File: src/verilog/ccf_map.svh
/*
  Register offsets, field positions and reset values of the capture and
  compare flag block.
  Assumes byte addresses on a 32-bit AHB-Lite bus, one register a word.
*/
`ifndef CCF_MAP_SVH
`define CCF_MAP_SVH

// Number of channels and width of one mode field.
`define CCF_NUM_CHAN      5
`define CCF_MODE_W        2

// Register byte offsets.
`define CCF_OFF_FLAGS     8'h00
`define CCF_OFF_ENABLE    8'h04
`define CCF_OFF_CTRL      8'h08
`define CCF_OFF_MODE      8'h0c

// Field positions in the control register.
`define CCF_CTRL_GIE_BIT  7
`define CCF_CTRL_PERIPHERAL_IRQ_ENABLE_BIT 6

// Reset values.
`define CCF_FLAGS_RST     5'h00
`define CCF_ENABLE_RST    5'h00
`define CCF_CTRL_RST      2'h0
`define CCF_MODE_RST      10'h000

`endif

File: src/verilog/ccf_pkg.sv
/*
  Types shared by the capture and compare flag block.
  Assumes nothing of its surroundings.
*/
package ccf_pkg;

  // Per-channel operating mode.
  typedef enum logic [1:0] {
    mode_off     = 2'h0,
    mode_capture = 2'h1,
    mode_compare = 2'h2,
    mode_pwm     = 2'h3
  } ccf_mode_t;

  // Bus slave phase, one-hot.
  typedef enum logic [3:0] {
    bus_idle  = 4'h1,
    bus_wdata = 4'h2,
    bus_rwait = 4'h4,
    bus_rdone = 4'h8
  } ccf_bus_st_t;

endpackage
File: src/verilog/ccf_evt_sel.sv
/*
  Picks each channel's interrupt event from its mode: capture event,
  compare match, or the falling edge of the PWM output.
  Assumes all event inputs come from logic on the same clock.
*/
`timescale 1ns/100ps
module ccf_evt_sel #(
  parameter int N = 5
) (
  // Clock and reset.
  input  wire logic           hclk,
  input  wire logic           hresetn,
  // Channel side.
  input  wire logic [2*N-1:0] mode,
  input  wire logic [N-1:0]   cap_event,
  input  wire logic [N-1:0]   cmp_match,
  input  wire logic [N-1:0]   pwm_out,
  // Selected events.
  output      logic [N-1:0]   evt
);

  logic [N-1:0] pwm_prev_r;
  logic [N-1:0] pwm_prev_nxt;

  // Selects the event source for each channel from its mode.
  always_comb
  begin
    pwm_prev_nxt = pwm_out;
    evt          = '0;
    for (int i = 0; i < N; i++)
    begin
      case (ccf_pkg::ccf_mode_t'(mode[2*i +: 2]))
        ccf_pkg::mode_capture: evt[i] = cap_event[i];
        ccf_pkg::mode_compare: evt[i] = cmp_match[i];
        ccf_pkg::mode_pwm:     evt[i] = pwm_prev_r[i] & ~pwm_out[i];
        default:               evt[i] = 1'b0;
      endcase
    end
  end

  // Remembers the last PWM level for the trailing edge.
  always_ff @(posedge hclk or negedge hresetn)
  begin
    if (!hresetn)
      pwm_prev_r <= '0;
    else
      pwm_prev_r <= pwm_prev_nxt;
  end

endmodule

File: src/verilog/ccf_flag_bank.sv
/*
  Sticky event flags: hardware sets, software writes.
  Assumes write strobe and data come from the bus slave on the same clock.
*/
`timescale 1ns/100ps
module ccf_flag_bank #(
  parameter int N = 5
) (
  // Clock and reset.
  input  wire logic         hclk,
  input  wire logic         hresetn,
  // Hardware set and software write.
  input  wire logic [N-1:0] set,
  input  wire logic         wr_en,
  input  wire logic [N-1:0] wr_data,
  // Flag state.
  output      logic [N-1:0] flags
);

  logic [N-1:0] flags_r;
  logic [N-1:0] flags_nxt;

  // A set in the same cycle as a clearing write wins.
  always_comb
  begin
    if (wr_en)
      flags_nxt = wr_data | set;
    else
      flags_nxt = flags_r | set;
  end

  // Registers the flags.
  always_ff @(posedge hclk or negedge hresetn)
  begin
    if (!hresetn)
      flags_r <= '0;
    else
      flags_r <= flags_nxt;
  end

  assign flags = flags_r;

endmodule

File: src/verilog/ccf_irq_top.sv
/*
  Capture and compare channel interrupt flags with an AHB-Lite register
  slave, enable mask, interrupt control bits and one interrupt output.
  Assumes channel event inputs are synchronous to hclk and that it is the
  only slave on its bus segment.
*/
`timescale 1ns/100ps
`include "ccf_map.svh"
module ccf_irq_top (
  // Clock and reset.
  input  wire logic        hclk,
  input  wire logic        hresetn,
  // AHB-Lite slave.
  input  wire logic        hsel,
  input  wire logic [31:0] haddr,
  input  wire logic [1:0]  htrans,
  input  wire logic        hwrite,
  input  wire logic [2:0]  hsize,
  input  wire logic [31:0] hwdata,
  input  wire logic        hready,
  output      logic        hreadyout,
  output      logic        hresp,
  output      logic [31:0] hrdata,
  // Channel events, bit i is channel i+1.
  input  wire logic [4:0]  cap_event,
  input  wire logic [4:0]  cmp_match,
  input  wire logic [4:0]  pwm_out,
  // Flags and interrupt.
  output      logic        chan1_event_flag,
  output      logic        chan2_event_flag,
  output      logic        chan3_event_flag,
  output      logic        chan4_event_flag,
  output      logic        chan5_event_flag,
  output      logic        irq
);

  ccf_pkg::ccf_bus_st_t st_r;
  ccf_pkg::ccf_bus_st_t st_nxt;
  logic [7:0]           addr_r;
  logic [7:0]           addr_nxt;
  logic [31:0]          hrdata_r;
  logic [31:0]          hrdata_nxt;
  logic [4:0]           enable_r;
  logic [4:0]           enable_nxt;
  logic                 global_irq_enable_r;
  logic                 global_irq_enable_nxt;
  logic                 peripheral_irq_enable_r;
  logic                 peripheral_irq_enable_nxt;
  logic [9:0]           channel_mode_select_r;
  logic [9:0]           channel_mode_select_nxt;
  logic                 irq_r;
  logic                 irq_nxt;
  logic                 accept;
  logic                 flag_wr;
  logic [4:0]           evt;
  logic [4:0]           flags;

  // Reads one register word; unmapped offsets read as zero.
  function automatic logic [31:0] read_word(input logic [7:0] a,
                                            input logic [4:0] fl,
                                            input logic [4:0] en,
                                            input logic       global_irq_enable,
                                            input logic       peripheral_irq_enable,
                                            input logic [9:0] md);
    logic [31:0] w;
    w = 32'h0000_0000;
    case (a)
      `CCF_OFF_FLAGS:  w[4:0] = fl;
      `CCF_OFF_ENABLE: w[4:0] = en;
      `CCF_OFF_CTRL:
      begin
        w[`CCF_CTRL_GIE_BIT]  = global_irq_enable;
        w[`CCF_CTRL_PERIPHERAL_IRQ_ENABLE_BIT] = peripheral_irq_enable;
      end
      `CCF_OFF_MODE:   w[9:0] = md;
      default:         w = 32'h0000_0000;
    endcase
    return w;
  endfunction

  // Takes a word-sized transfer when the bus is ready.
  assign accept = hsel & htrans[1] & hready & (hsize == 3'h2);

  // Sequences address and data phases; reads add one wait state.
  always_comb
  begin
    st_nxt     = st_r;
    addr_nxt   = addr_r;
    hrdata_nxt = hrdata_r;
    case (st_r)
      ccf_pkg::bus_rwait:
      begin
        hrdata_nxt = read_word(addr_r, flags, enable_r,
                               global_irq_enable_r,
                               peripheral_irq_enable_r,
                               channel_mode_select_r);
        st_nxt     = ccf_pkg::bus_rdone;
      end
      ccf_pkg::bus_idle, ccf_pkg::bus_wdata, ccf_pkg::bus_rdone:
      begin
        if (accept)
        begin
          addr_nxt = {haddr[7:2], 2'b00};
          st_nxt   = hwrite ? ccf_pkg::bus_wdata : ccf_pkg::bus_rwait;
        end
        else
          st_nxt = ccf_pkg::bus_idle;
      end
      default: st_nxt = ccf_pkg::bus_idle;
    endcase
  end

  // Registers the bus slave state.
  always_ff @(posedge hclk or negedge hresetn)
  begin
    if (!hresetn)
    begin
      st_r     <= ccf_pkg::bus_idle;
      addr_r   <= 8'h00;
      hrdata_r <= 32'h0000_0000;
    end
    else
    begin
      st_r     <= st_nxt;
      addr_r   <= addr_nxt;
      hrdata_r <= hrdata_nxt;
    end
  end

  // Bus answers: only the read wait state holds the bus.
  assign hreadyout = (st_r != ccf_pkg::bus_rwait);
  assign hresp     = 1'b0;
  assign hrdata    = hrdata_r;

  // Software write to the flag register.
  assign flag_wr = (st_r == ccf_pkg::bus_wdata) && (addr_r == `CCF_OFF_FLAGS);

  // Applies writes to the enable, control and mode registers.
  always_comb
  begin
    enable_nxt                = enable_r;
    global_irq_enable_nxt     = global_irq_enable_r;
    peripheral_irq_enable_nxt = peripheral_irq_enable_r;
    channel_mode_select_nxt   = channel_mode_select_r;
    if (st_r == ccf_pkg::bus_wdata)
    begin
      case (addr_r)
        `CCF_OFF_ENABLE: enable_nxt = hwdata[4:0];
        `CCF_OFF_CTRL:
        begin
          global_irq_enable_nxt     = hwdata[`CCF_CTRL_GIE_BIT];
          peripheral_irq_enable_nxt = hwdata[`CCF_CTRL_PERIPHERAL_IRQ_ENABLE_BIT];
        end
        `CCF_OFF_MODE:   channel_mode_select_nxt = hwdata[9:0];
        default:         enable_nxt = enable_r;
      endcase
    end
  end

  // Registers the software-owned configuration.
  always_ff @(posedge hclk or negedge hresetn)
  begin
    if (!hresetn)
    begin
      enable_r                <= `CCF_ENABLE_RST;
      global_irq_enable_r     <= 1'b0;
      peripheral_irq_enable_r <= 1'b0;
      channel_mode_select_r   <= `CCF_MODE_RST;
    end
    else
    begin
      enable_r                <= enable_nxt;
      global_irq_enable_r     <= global_irq_enable_nxt;
      peripheral_irq_enable_r <= peripheral_irq_enable_nxt;
      channel_mode_select_r   <= channel_mode_select_nxt;
    end
  end

  // Selects each channel's event from its mode.
  ccf_evt_sel #(
    .N         (`CCF_NUM_CHAN)
  ) u_evt (
    .hclk      (hclk),
    .hresetn   (hresetn),
    .mode      (channel_mode_select_r),
    .cap_event (cap_event),
    .cmp_match (cmp_match),
    .pwm_out   (pwm_out),
    .evt       (evt)
  );

  // Event sets ignore every enable; only a written zero clears.
  ccf_flag_bank #(
    .N       (`CCF_NUM_CHAN)
  ) u_flags (
    .hclk    (hclk),
    .hresetn (hresetn),
    .set     (evt),
    .wr_en   (flag_wr),
    .wr_data (hwdata[4:0]),
    .flags   (flags)
  );

  // Flag outputs, channel n at bit n-1.
  assign chan1_event_flag = flags[0];
  assign chan2_event_flag = flags[1];
  assign chan3_event_flag = flags[2];
  assign chan4_event_flag = flags[3];
  assign chan5_event_flag = flags[4];

  // Interrupt request needs a flagged, enabled channel and both enables.
  always_comb
  begin
    irq_nxt = (|(flags & enable_r)) & peripheral_irq_enable_r
              & global_irq_enable_r;
  end

  // Registers the interrupt output.
  always_ff @(posedge hclk or negedge hresetn)
  begin
    if (!hresetn)
      irq_r <= 1'b0;
    else
      irq_r <= irq_nxt;
  end

  assign irq = irq_r;
endmodule

File: config.mk
export PLATFORM = sky130hd
export DESIGN_NAME = ccf_irq_top
export DESIGN_NICKNAME = d
export VERILOG_FILES = /design/src/verilog/ccf_pkg.sv /design/src/verilog/ccf_evt_sel.sv /design/src/verilog/ccf_flag_bank.sv /design/src/verilog/ccf_irq_top.sv
export VERILOG_INCLUDE_DIRS = /design/src /design/src/verilog
export SDC_FILE = /design/constraint.sdc
export NUM_CORES = 1
export LEC_CHECK = 0
export BUFFER_PORTS_ARGS = -buffer_cell sky130_fd_sc_hd__buf_2
export CAP_MARGIN = 20
export CORE_MARGIN = 3
export CORE_UTILIZATION = 30
export CTS_CLUSTER_DIAMETER = 40
export CTS_CLUSTER_SIZE = 8
export DETAILED_ROUTE_END_ITERATION = 16
export HOLD_SLACK_MARGIN = 0.03
export PLACE_DENSITY_LB_ADDON = 0.3
export SYNTH_ARGS = -nofsm -noshare
export SYNTH_HDL_FRONTEND = slang
export SYNTH_SLANG_ARGS = --single-unit
File: constraint.sdc
create_clock -name hclk -period 3.45 [get_ports hclk]
set_clock_uncertainty 0.1 [all_clocks]
set_input_delay 0 -clock hclk [delete_from_list [all_inputs] [get_ports hclk]]
set_output_delay 0 -clock hclk [all_outputs]
set_load 0.1 [all_outputs]
==> results of run 1 <==
## area by class of cell
type                            instances  area (um^2)
Timing Repair Buffer                   87          603
Clock buffer                            5         68.8
Tap cell                              102          128
Clock inverter                          2         60.1
Inverter                                3         11.3
Multi-Input combinational cell        158         1140
Fill cell                             782         4670
Sequential cell                        48         1200
## worst max-delay path: stages, from the launching register on
cell	delay, ps
dfrtp_1	430
nor4b_1	500
dlygate4sd3_1	710
nand2_1	130
nor3_1	180
dlygate4sd3_1	560
## Yosys cell counts, types with 3 or more instances
| cell type | instances |
|---|---|
| dfrtp_1 | 47 |
| a21oi_1 | 6 |
| o21ai_0 | 11 |
| buf_4 | 23 |
| o211ai_1 | 6 |
| nor2b_1 | 6 |
| a31oi_1 | 6 |
| nand3_1 | 8 |
| mux2_4 | 10 |
| a22oi_1 | 12 |
| nand3b_1 | 5 |
| clkbuf_1 | 4 |
| nand2_1 | 8 |
| buf_2 | 3 |
| and4_1 | 4 |
| nand2b_1 | 6 |
| inv_1 | 3 |
| a22o_1 | 3 |
| mux2_2 | 12 |
## per-stage QoR
stage,setup WS [ps],total power [W]
finish,775,0.00139
detailed placement,1090,0.000905
floorplan,1290,0.000863
global placement,1090,0.000901
global route,566,0.00146
CTS,747,0.00140
## power breakdown
group	leakage, nW	switching, W	internal, W
registers	0.568	0.0000470	0.000592
logic	0.813	0.000183	0.0000979
clock network	0.0642	0.000185	0.000285
total	1.45	0.000415	0.000976
## per-layer routing
metal / track usage [%] / up-vias
met4: 2.59 / 0
met2: 20.0 / 56
met5: 0 / -
met1: 17.2 / 931
li1: - / 936
met3: 2.87 / 4
## registers in the layout (all words and copies together), names as in the netlist, 4 cells and up
signal	flops
u_evt.pwm_prev_r	5
u_flags.flags	5
enable_r	5
addr_r	6
channel_mode_select_r	10
hrdata	10
st_r	4
## how the worst max path moves through the flow
stage,cells after the start,startpoint,end
after detailed placement,3,st_r[1],channel_mode_select_r[7]
final,5,st_r[2],st_r[2]
after global placement,3,st_r[1],channel_mode_select_r[2]
after global routing,5,st_r[2],st_r[2]
after CTS,5,st_r[2],st_r[2]
after floorplan,5,st_r[1],hrdata[5]
## kinds of logic (layout without fill, tap and decap cells)
logic type	count (synthesis)	count (layout)	synth area share, %
muxes	22	22	11.5
other	1	23	0.151
buffers and inverters	35	97	9.20
DFF	48	48	48.3
AOI/OAI and AO/OA	55	55	15.4
and+or+nand+nor	57	57	15.1
xor gates and xnor gates	1	1	0.352
==> metrics.yaml, run 1 <==
required_ps: 3580
cts_buffers: 5
cts_tree: "yes"
cp.arrival_ps: 2810
gr-total-overflow: 0
synthToLayoutAreaGrowth_pct: 29.1
worst_setup_path_start_kind: "register"
hold_ws_ps: 25.4
drc: 0
regToRegSetupSlack_ps: 770
hp-start: "cap_event[1]"
clk_pin_slew_worst_paths_ps: 90
synth_area_um2: 2490
clock_latency_ps: 300
numPortBuffers: 56
drive_above_1_share_pct: 31.7
wl_per_cell_um: 14.1
whs_path_depth: 4
synth_top_area_cell: "dfrtp_1"
firstDrtPassIters: 4
ir_worst_vdd_mv: 0.165
drv_slew: 0
first_global_vias: 1911
tightestPinTransition_ps: 705
grt_pass1_wl_um: 9680
status: "completed"
clock-sinks: 48
worstHoldPathType: "primary input to register"
power.density_nw_per_um2: 433
place.gp.congestion: 0.751
wl_met2_um: 2730
route.vias.total: 1927
final_cell_mix: "buf_2 (56), dfrtp_1 (47), dlygate4sd3_1 (28), conb_1 (23)"
rows: 32
num_antenna_cells: 0
die_x_um: 97.1
grt_max_degree: 49
reg2reg_depth: 5
fin_cells: 405
fin_tns_setup_ps: 0
yosys_warnings: 0
synth_top_cell_area_share_pct: 47.3
hpwl_um: 4090
synth_cell_types: 44
htreeDepth: 2
final_util_pct: 40.7
clockBufferDepth: 2
regToRegStartpoint: "st_r[2]"
wl_met1_um: 2650
ios: 129
end_kind: "register"
final_common_cell: "buf_2"
async_flop_share_pct: 100
synthCells: 219
post-route-period-util_pct: 77.5
dpl.cell_count: 369
core-area_um2: 7890
final-setup-viol-count: 0
ys.flop_type: "dfrtp_1"
maxUsedRoutingLayer: "met4"
crit_fanout: 5
track_usage_pct: 12.5
met3_length_um: 296
max_freq_ghz: 0.374
postLayoutCellArea_um2: 3210
viasPerCell: 4.76
nNetsFinal: 392
seq_area_frac_synth_pct: 48.3
drt_iter0_markers: 86
die_height_um: 97.1
hold_buffers: 28
relSlewSlack_pct: 52.8
synth.avg_cell_area_um2: 11.4
final_hold_viol_count: 0
post_cts_buffers: 0
die-area_um2: 9420
ant_nets: 0
antenna_found_initial: 0
worst-setup-path-type: "register to register"
hold_end: "u_flags.flags[1]"
clockRootBuffer: "clkbuf_8"
cap_viol_max_count: 0
rsz0062_at_grt: "no"
period_needed_ps: 2680
p_leak_nw: 1.45
synth_seq_cells: 48
synth_top_cells_by_area: "dfrtp_1 (47%), buf_4 (6.9%), mux2_4 (6.0%)"
wl_um: 5720
initial_core_util_pct: 31.6
regToRegEndpoint: "st_r[2]"
cts_resized: 0
placed_area_um2: 2780
synth_edf_count: 0
(Power assumes the default switching activity.)
==> run 2, diff against run 1 <==
clock period = 2.7 ns   (was 3.45 ns; I/O delays follow)
==> metrics.yaml, run 2 (synthesis results as in run 1) <==
status: "completed"
ant_nets: 0
route.vias.total: 1950
power.density_nw_per_um2: 557
wl_um: 5650
clockRootBuffer: "clkbuf_8"
clock-sinks: 48
critPathTopFamily: "simple AND/OR/NAND/NOR gates"
grt_pass1_wl_um: 9830
register_area_um2: 1200
viasPerCell: 4.84
num_antenna_cells: 0
pwr-share-seq_pct: 46.1
critPathMaxStageDelay_ps: 700
cts_resized: 0
worstHoldPathType: "primary input to asynchronous set/reset pin"
p_switching_w: 0.000525
hpwl_um: 4140
die_x_um: 97.1
die_height_um: 97.1
final_cell_mix: "buf_2 (56), dfrtp_1 (47), dlygate4sd3_1 (24), conb_1 (23)"
p_leak_nw: 1.44
final_util_pct: 40.3
period_needed_ps: 2350
clk_pin_slew_worst_paths_ps: 90
gr-total-overflow: 0
drive_above_1_share_pct: 32.6
end_kind: "register"
worst_setup_path_start_kind: "register"
antenna_found_initial: 0
fin_tns_setup_ps: 0
drt_iter0_markers: 83
htreeDepth: 2
drv_slew: 0
relSlewSlack_pct: 53.1
place.gp.congestion: 0.733
grt_max_degree: 49
multi_input_area_um2: 1140
core-area_um2: 7890
tightestPinTransition_ps: 703
max_freq_ghz: 0.426
ios: 129
final-setup-viol-count: 0
initial_core_util_pct: 31.6
rsz0062_at_grt: "no"
cts_tree: "yes"
cts_buffers: 5
track_usage_pct: 12.5
cp.arrival_ps: 2420
clock_latency_ps: 300
ir_worst_vdd_mv: 0.250
pwr-share-comb_pct: 20.2
dpl.cell_count: 371
clockBufferDepth: 2
rows: 32
synthToLayoutAreaGrowth_pct: 27.8
nNetsFinal: 390
drc: 0
p_total_w: 0.00177
hold_buffers: 24
final_hold_viol_count: 0
fin_cells: 403
cap_viol_max_count: 0
crit_buf_inv: 0
post_cts_buffers: 0
n_fill_cell: 784
wl_per_cell_um: 14.0
clkPwrFrac_pct: 33.8
p_sw_share_pct: 29.6
numPortBuffers: 56
firstDrtPassIters: 4
crit_path_cell_trace: "or4_4 > or3_1 > mux2_4"
post-route-period-util_pct: 86.9
first_global_vias: 1927
crit_fanout: 10
p_int_w: 0.00125
worst-setup-path-type: "register to register"
die-area_um2: 9420
critPathSlowestCell: "or3_1"
final_common_cell: "buf_2"
required_ps: 2780
[run 2: cell count changes in the layout (fill, tap and decap cells not counted), sizes merged]
cell         change
dlygate4sd3      -4
buf              +2
[run 2: per-stage QoR]
stage	worst slack [ps]	instance area [um^2]	hold slack, ps
final	354	3180	24.2
after global routing	269	3180	48.8
after CTS	331	3160	35.0
after detailed placement	337	2790	22.2
after global placement	378	2790	20.1
after floorplan	538	2570	-396
[run 2: layer usage]
metal  vias up  GRT usage (%)  wire length, um
met2        76           20.0             2720
li1        934              -                -
met3         4           2.51              316
met4         0           2.38               31
met5         -              0                0
met1       936           17.6             2580
[run 2: path summary, 6_finish.rpt]
kind	to	depth (start not counted)	slack, ps	start
worst max-delay path	channel_mode_select_r[0]	3	350	addr_r[5]
worst min register to register	hrdata[0]	2	380	hrdata[0]
max in group asynchronous	st_r[0]	3	1920	hresetn
worst min-delay path	hrdata[9]	2	20	hresetn
min in group hclk	u_flags.flags[1]	4	30	cmp_match[1]
worst max register to register	channel_mode_select_r[0]	3	350	addr_r[5]
[run 2: power by group through the flow]
stage | registers, W | clock network, W | logic (W)
CTS | 0.000816 | 0.000613 | 0.000355
global route | 0.000826 | 0.000643 | 0.000391
global placement | 0.000828 | 0 | 0.000324
floorplan | 0.000805 | 0 | 0.000297
detailed placement | 0.000830 | 0 | 0.000328
finish | 0.000815 | 0.000598 | 0.000357
[run 2: area by class of cell]
class	instances	area share [%]
sequential	48	37.8
timing repair buffer	85	17.9
tap	102	4.01
inverter	3	0.354
multi-input combinational	158	35.8
clock inverter	2	1.89
clock buffer	5	2.16
==> run 3, diff against run 2 <==
BUFFER_PORTS_ARGS = -buffer_cell sky130_fd_sc_hd__buf_4   (was -buffer_cell sky130_fd_sc_hd__buf_2)
==> metrics.yaml, run 3 (synthesis results as in run 1) <==
final_util_pct: 41.7
worst_setup_path_start_kind: "register"
worst-setup-path-type: "register to register"
p_leak_nw: 1.47
drt_iter0_markers: 116
max_freq_ghz: 0.430
die_height_um: 97.1
cts_tree: "yes"
regToRegSetupSlack_ps: 370
drv_slew: 0
core-area_um2: 7890
cts_buffers: 5
wl_um: 5690
clock-sinks: 48
initial_core_util_pct: 31.6
first_global_vias: 1876
whs_path_depth: 4
clock_latency_ps: 300
clockRootBuffer: "clkbuf_8"
clockBufferDepth: 2
firstDrtPassIters: 5
crit_fanout: 10
viasPerCell: 4.84
p_switching_w: 0.000524
clk_pin_slew_worst_paths_ps: 80
ant_nets: 0
pwr-share-seq_pct: 48.2
end_kind: "register"
post_cts_buffers: 0
post-route-period-util_pct: 86.1
ios: 129
final_common_cell: "buf_4"
cts_resized: 0
num_antenna_cells: 0
synthToLayoutAreaGrowth_pct: 32.2
ir_worst_vdd_mv: 0.217
p_int_w: 0.00117
track_usage_pct: 12.4
rsz0062_at_grt: "no"
final_hold_viol_count: 0
cp.arrival_ps: 2410
clkPwrFrac_pct: 29.8
final-setup-viol-count: 0
fin_tns_setup_ps: 0
p_sw_share_pct: 30.9
die-area_um2: 9420
htreeDepth: 2
cap_viol_max_count: 0
grt_max_degree: 49
relSlewSlack_pct: 53.8
route.vias.total: 1955
hpwl_um: 4150
numPortBuffers: 56
antenna_found_initial: 0
power.density_nw_per_um2: 515
pwr-share-comb_pct: 21.9
die_x_um: 97.1
place.gp.congestion: 0.755
drc: 0
period_needed_ps: 2330
n_fill_cell: 764
reg2reg_depth: 3
drive_above_1_share_pct: 32.1
gr-total-overflow: 0
required_ps: 2790
rows: 32
wl_per_cell_um: 14.1
final_cell_mix: "buf_4 (60), dfrtp_1 (47), dlygate4sd3_1 (25), conb_1 (23)"
nNetsFinal: 390
worstHoldPathType: "primary input to register"
grt_pass1_wl_um: 9590
status: "completed"
hold_buffers: 25
tightestPinTransition_ps: 690
==> run 3: worst paths after layout <==
| kind | startpoint | endpoint |
|---|---|---|
| max | addr_r[5] | channel_mode_select_r[5] |
| min | cap_event[0] | u_flags.flags[0] |
| max reg2reg | addr_r[5] | channel_mode_select_r[5] |
| min reg2reg | hrdata[1] | hrdata[1] |
| max in group asynchronous | hresetn | st_r[2] |
| min in group asynchronous | hresetn | hrdata[5] |
==> run 3: power by group through the flow <==
stage	Combinational [W]	Sequential [W]	Clock [W]
finish	0.000372	0.000817	0.000506
global route	0.000401	0.000827	0.000557
CTS	0.000373	0.000816	0.000530
detailed placement	0.000343	0.000831	0
global placement	0.000340	0.000829	0
floorplan	0.000297	0.000805	0
==> run 3: layer usage <==
layer  track usage (%)  vias to the layer above  routed length [um]
met5                 0                        -                   0
met4              3.24                        0                  59
met3              2.94                        5                 320
met2              19.7                       63                2770
met1              17.0                      947                2540
li1                  -                      940                   -
==> run 3: cell type report <==
class | instances | area, um^2 | area share, %
Clock buffer | 6 | 72.6 | 2.21
Tap cell | 102 | 128 | 3.88
Sequential cell | 48 | 1200 | 36.6
Multi-Input combinational cell | 158 | 1140 | 34.7
Timing Repair Buffer | 85 | 701 | 21.3
Inverter | 3 | 11.3 | 0.342
Clock inverter | 2 | 35.0 | 1.07
==> run 3: worst max-delay path, cell delays in order (launching register included) <==
cell and delay, ps:
dfrtp_1 420, or4_4 600, or3_1 700, mux2_4 400
==> run 3: metrics by stage <==
step	hold slack, ps	power (W)	setup slack [ps]	area [um^2]	cells
3_5_place_dp	-43.3	0.00117	367	2930	371
5_1_grt	87.0	0.00179	295	3290	404
2_1_floorplan	-396	0.00110	538	2570	241
3_3_place_gp	-37.9	0.00117	384	2930	371
6_report	38.5	0.00169	374	3290	404
4_1_cts	44.7	0.00172	360	3290	404
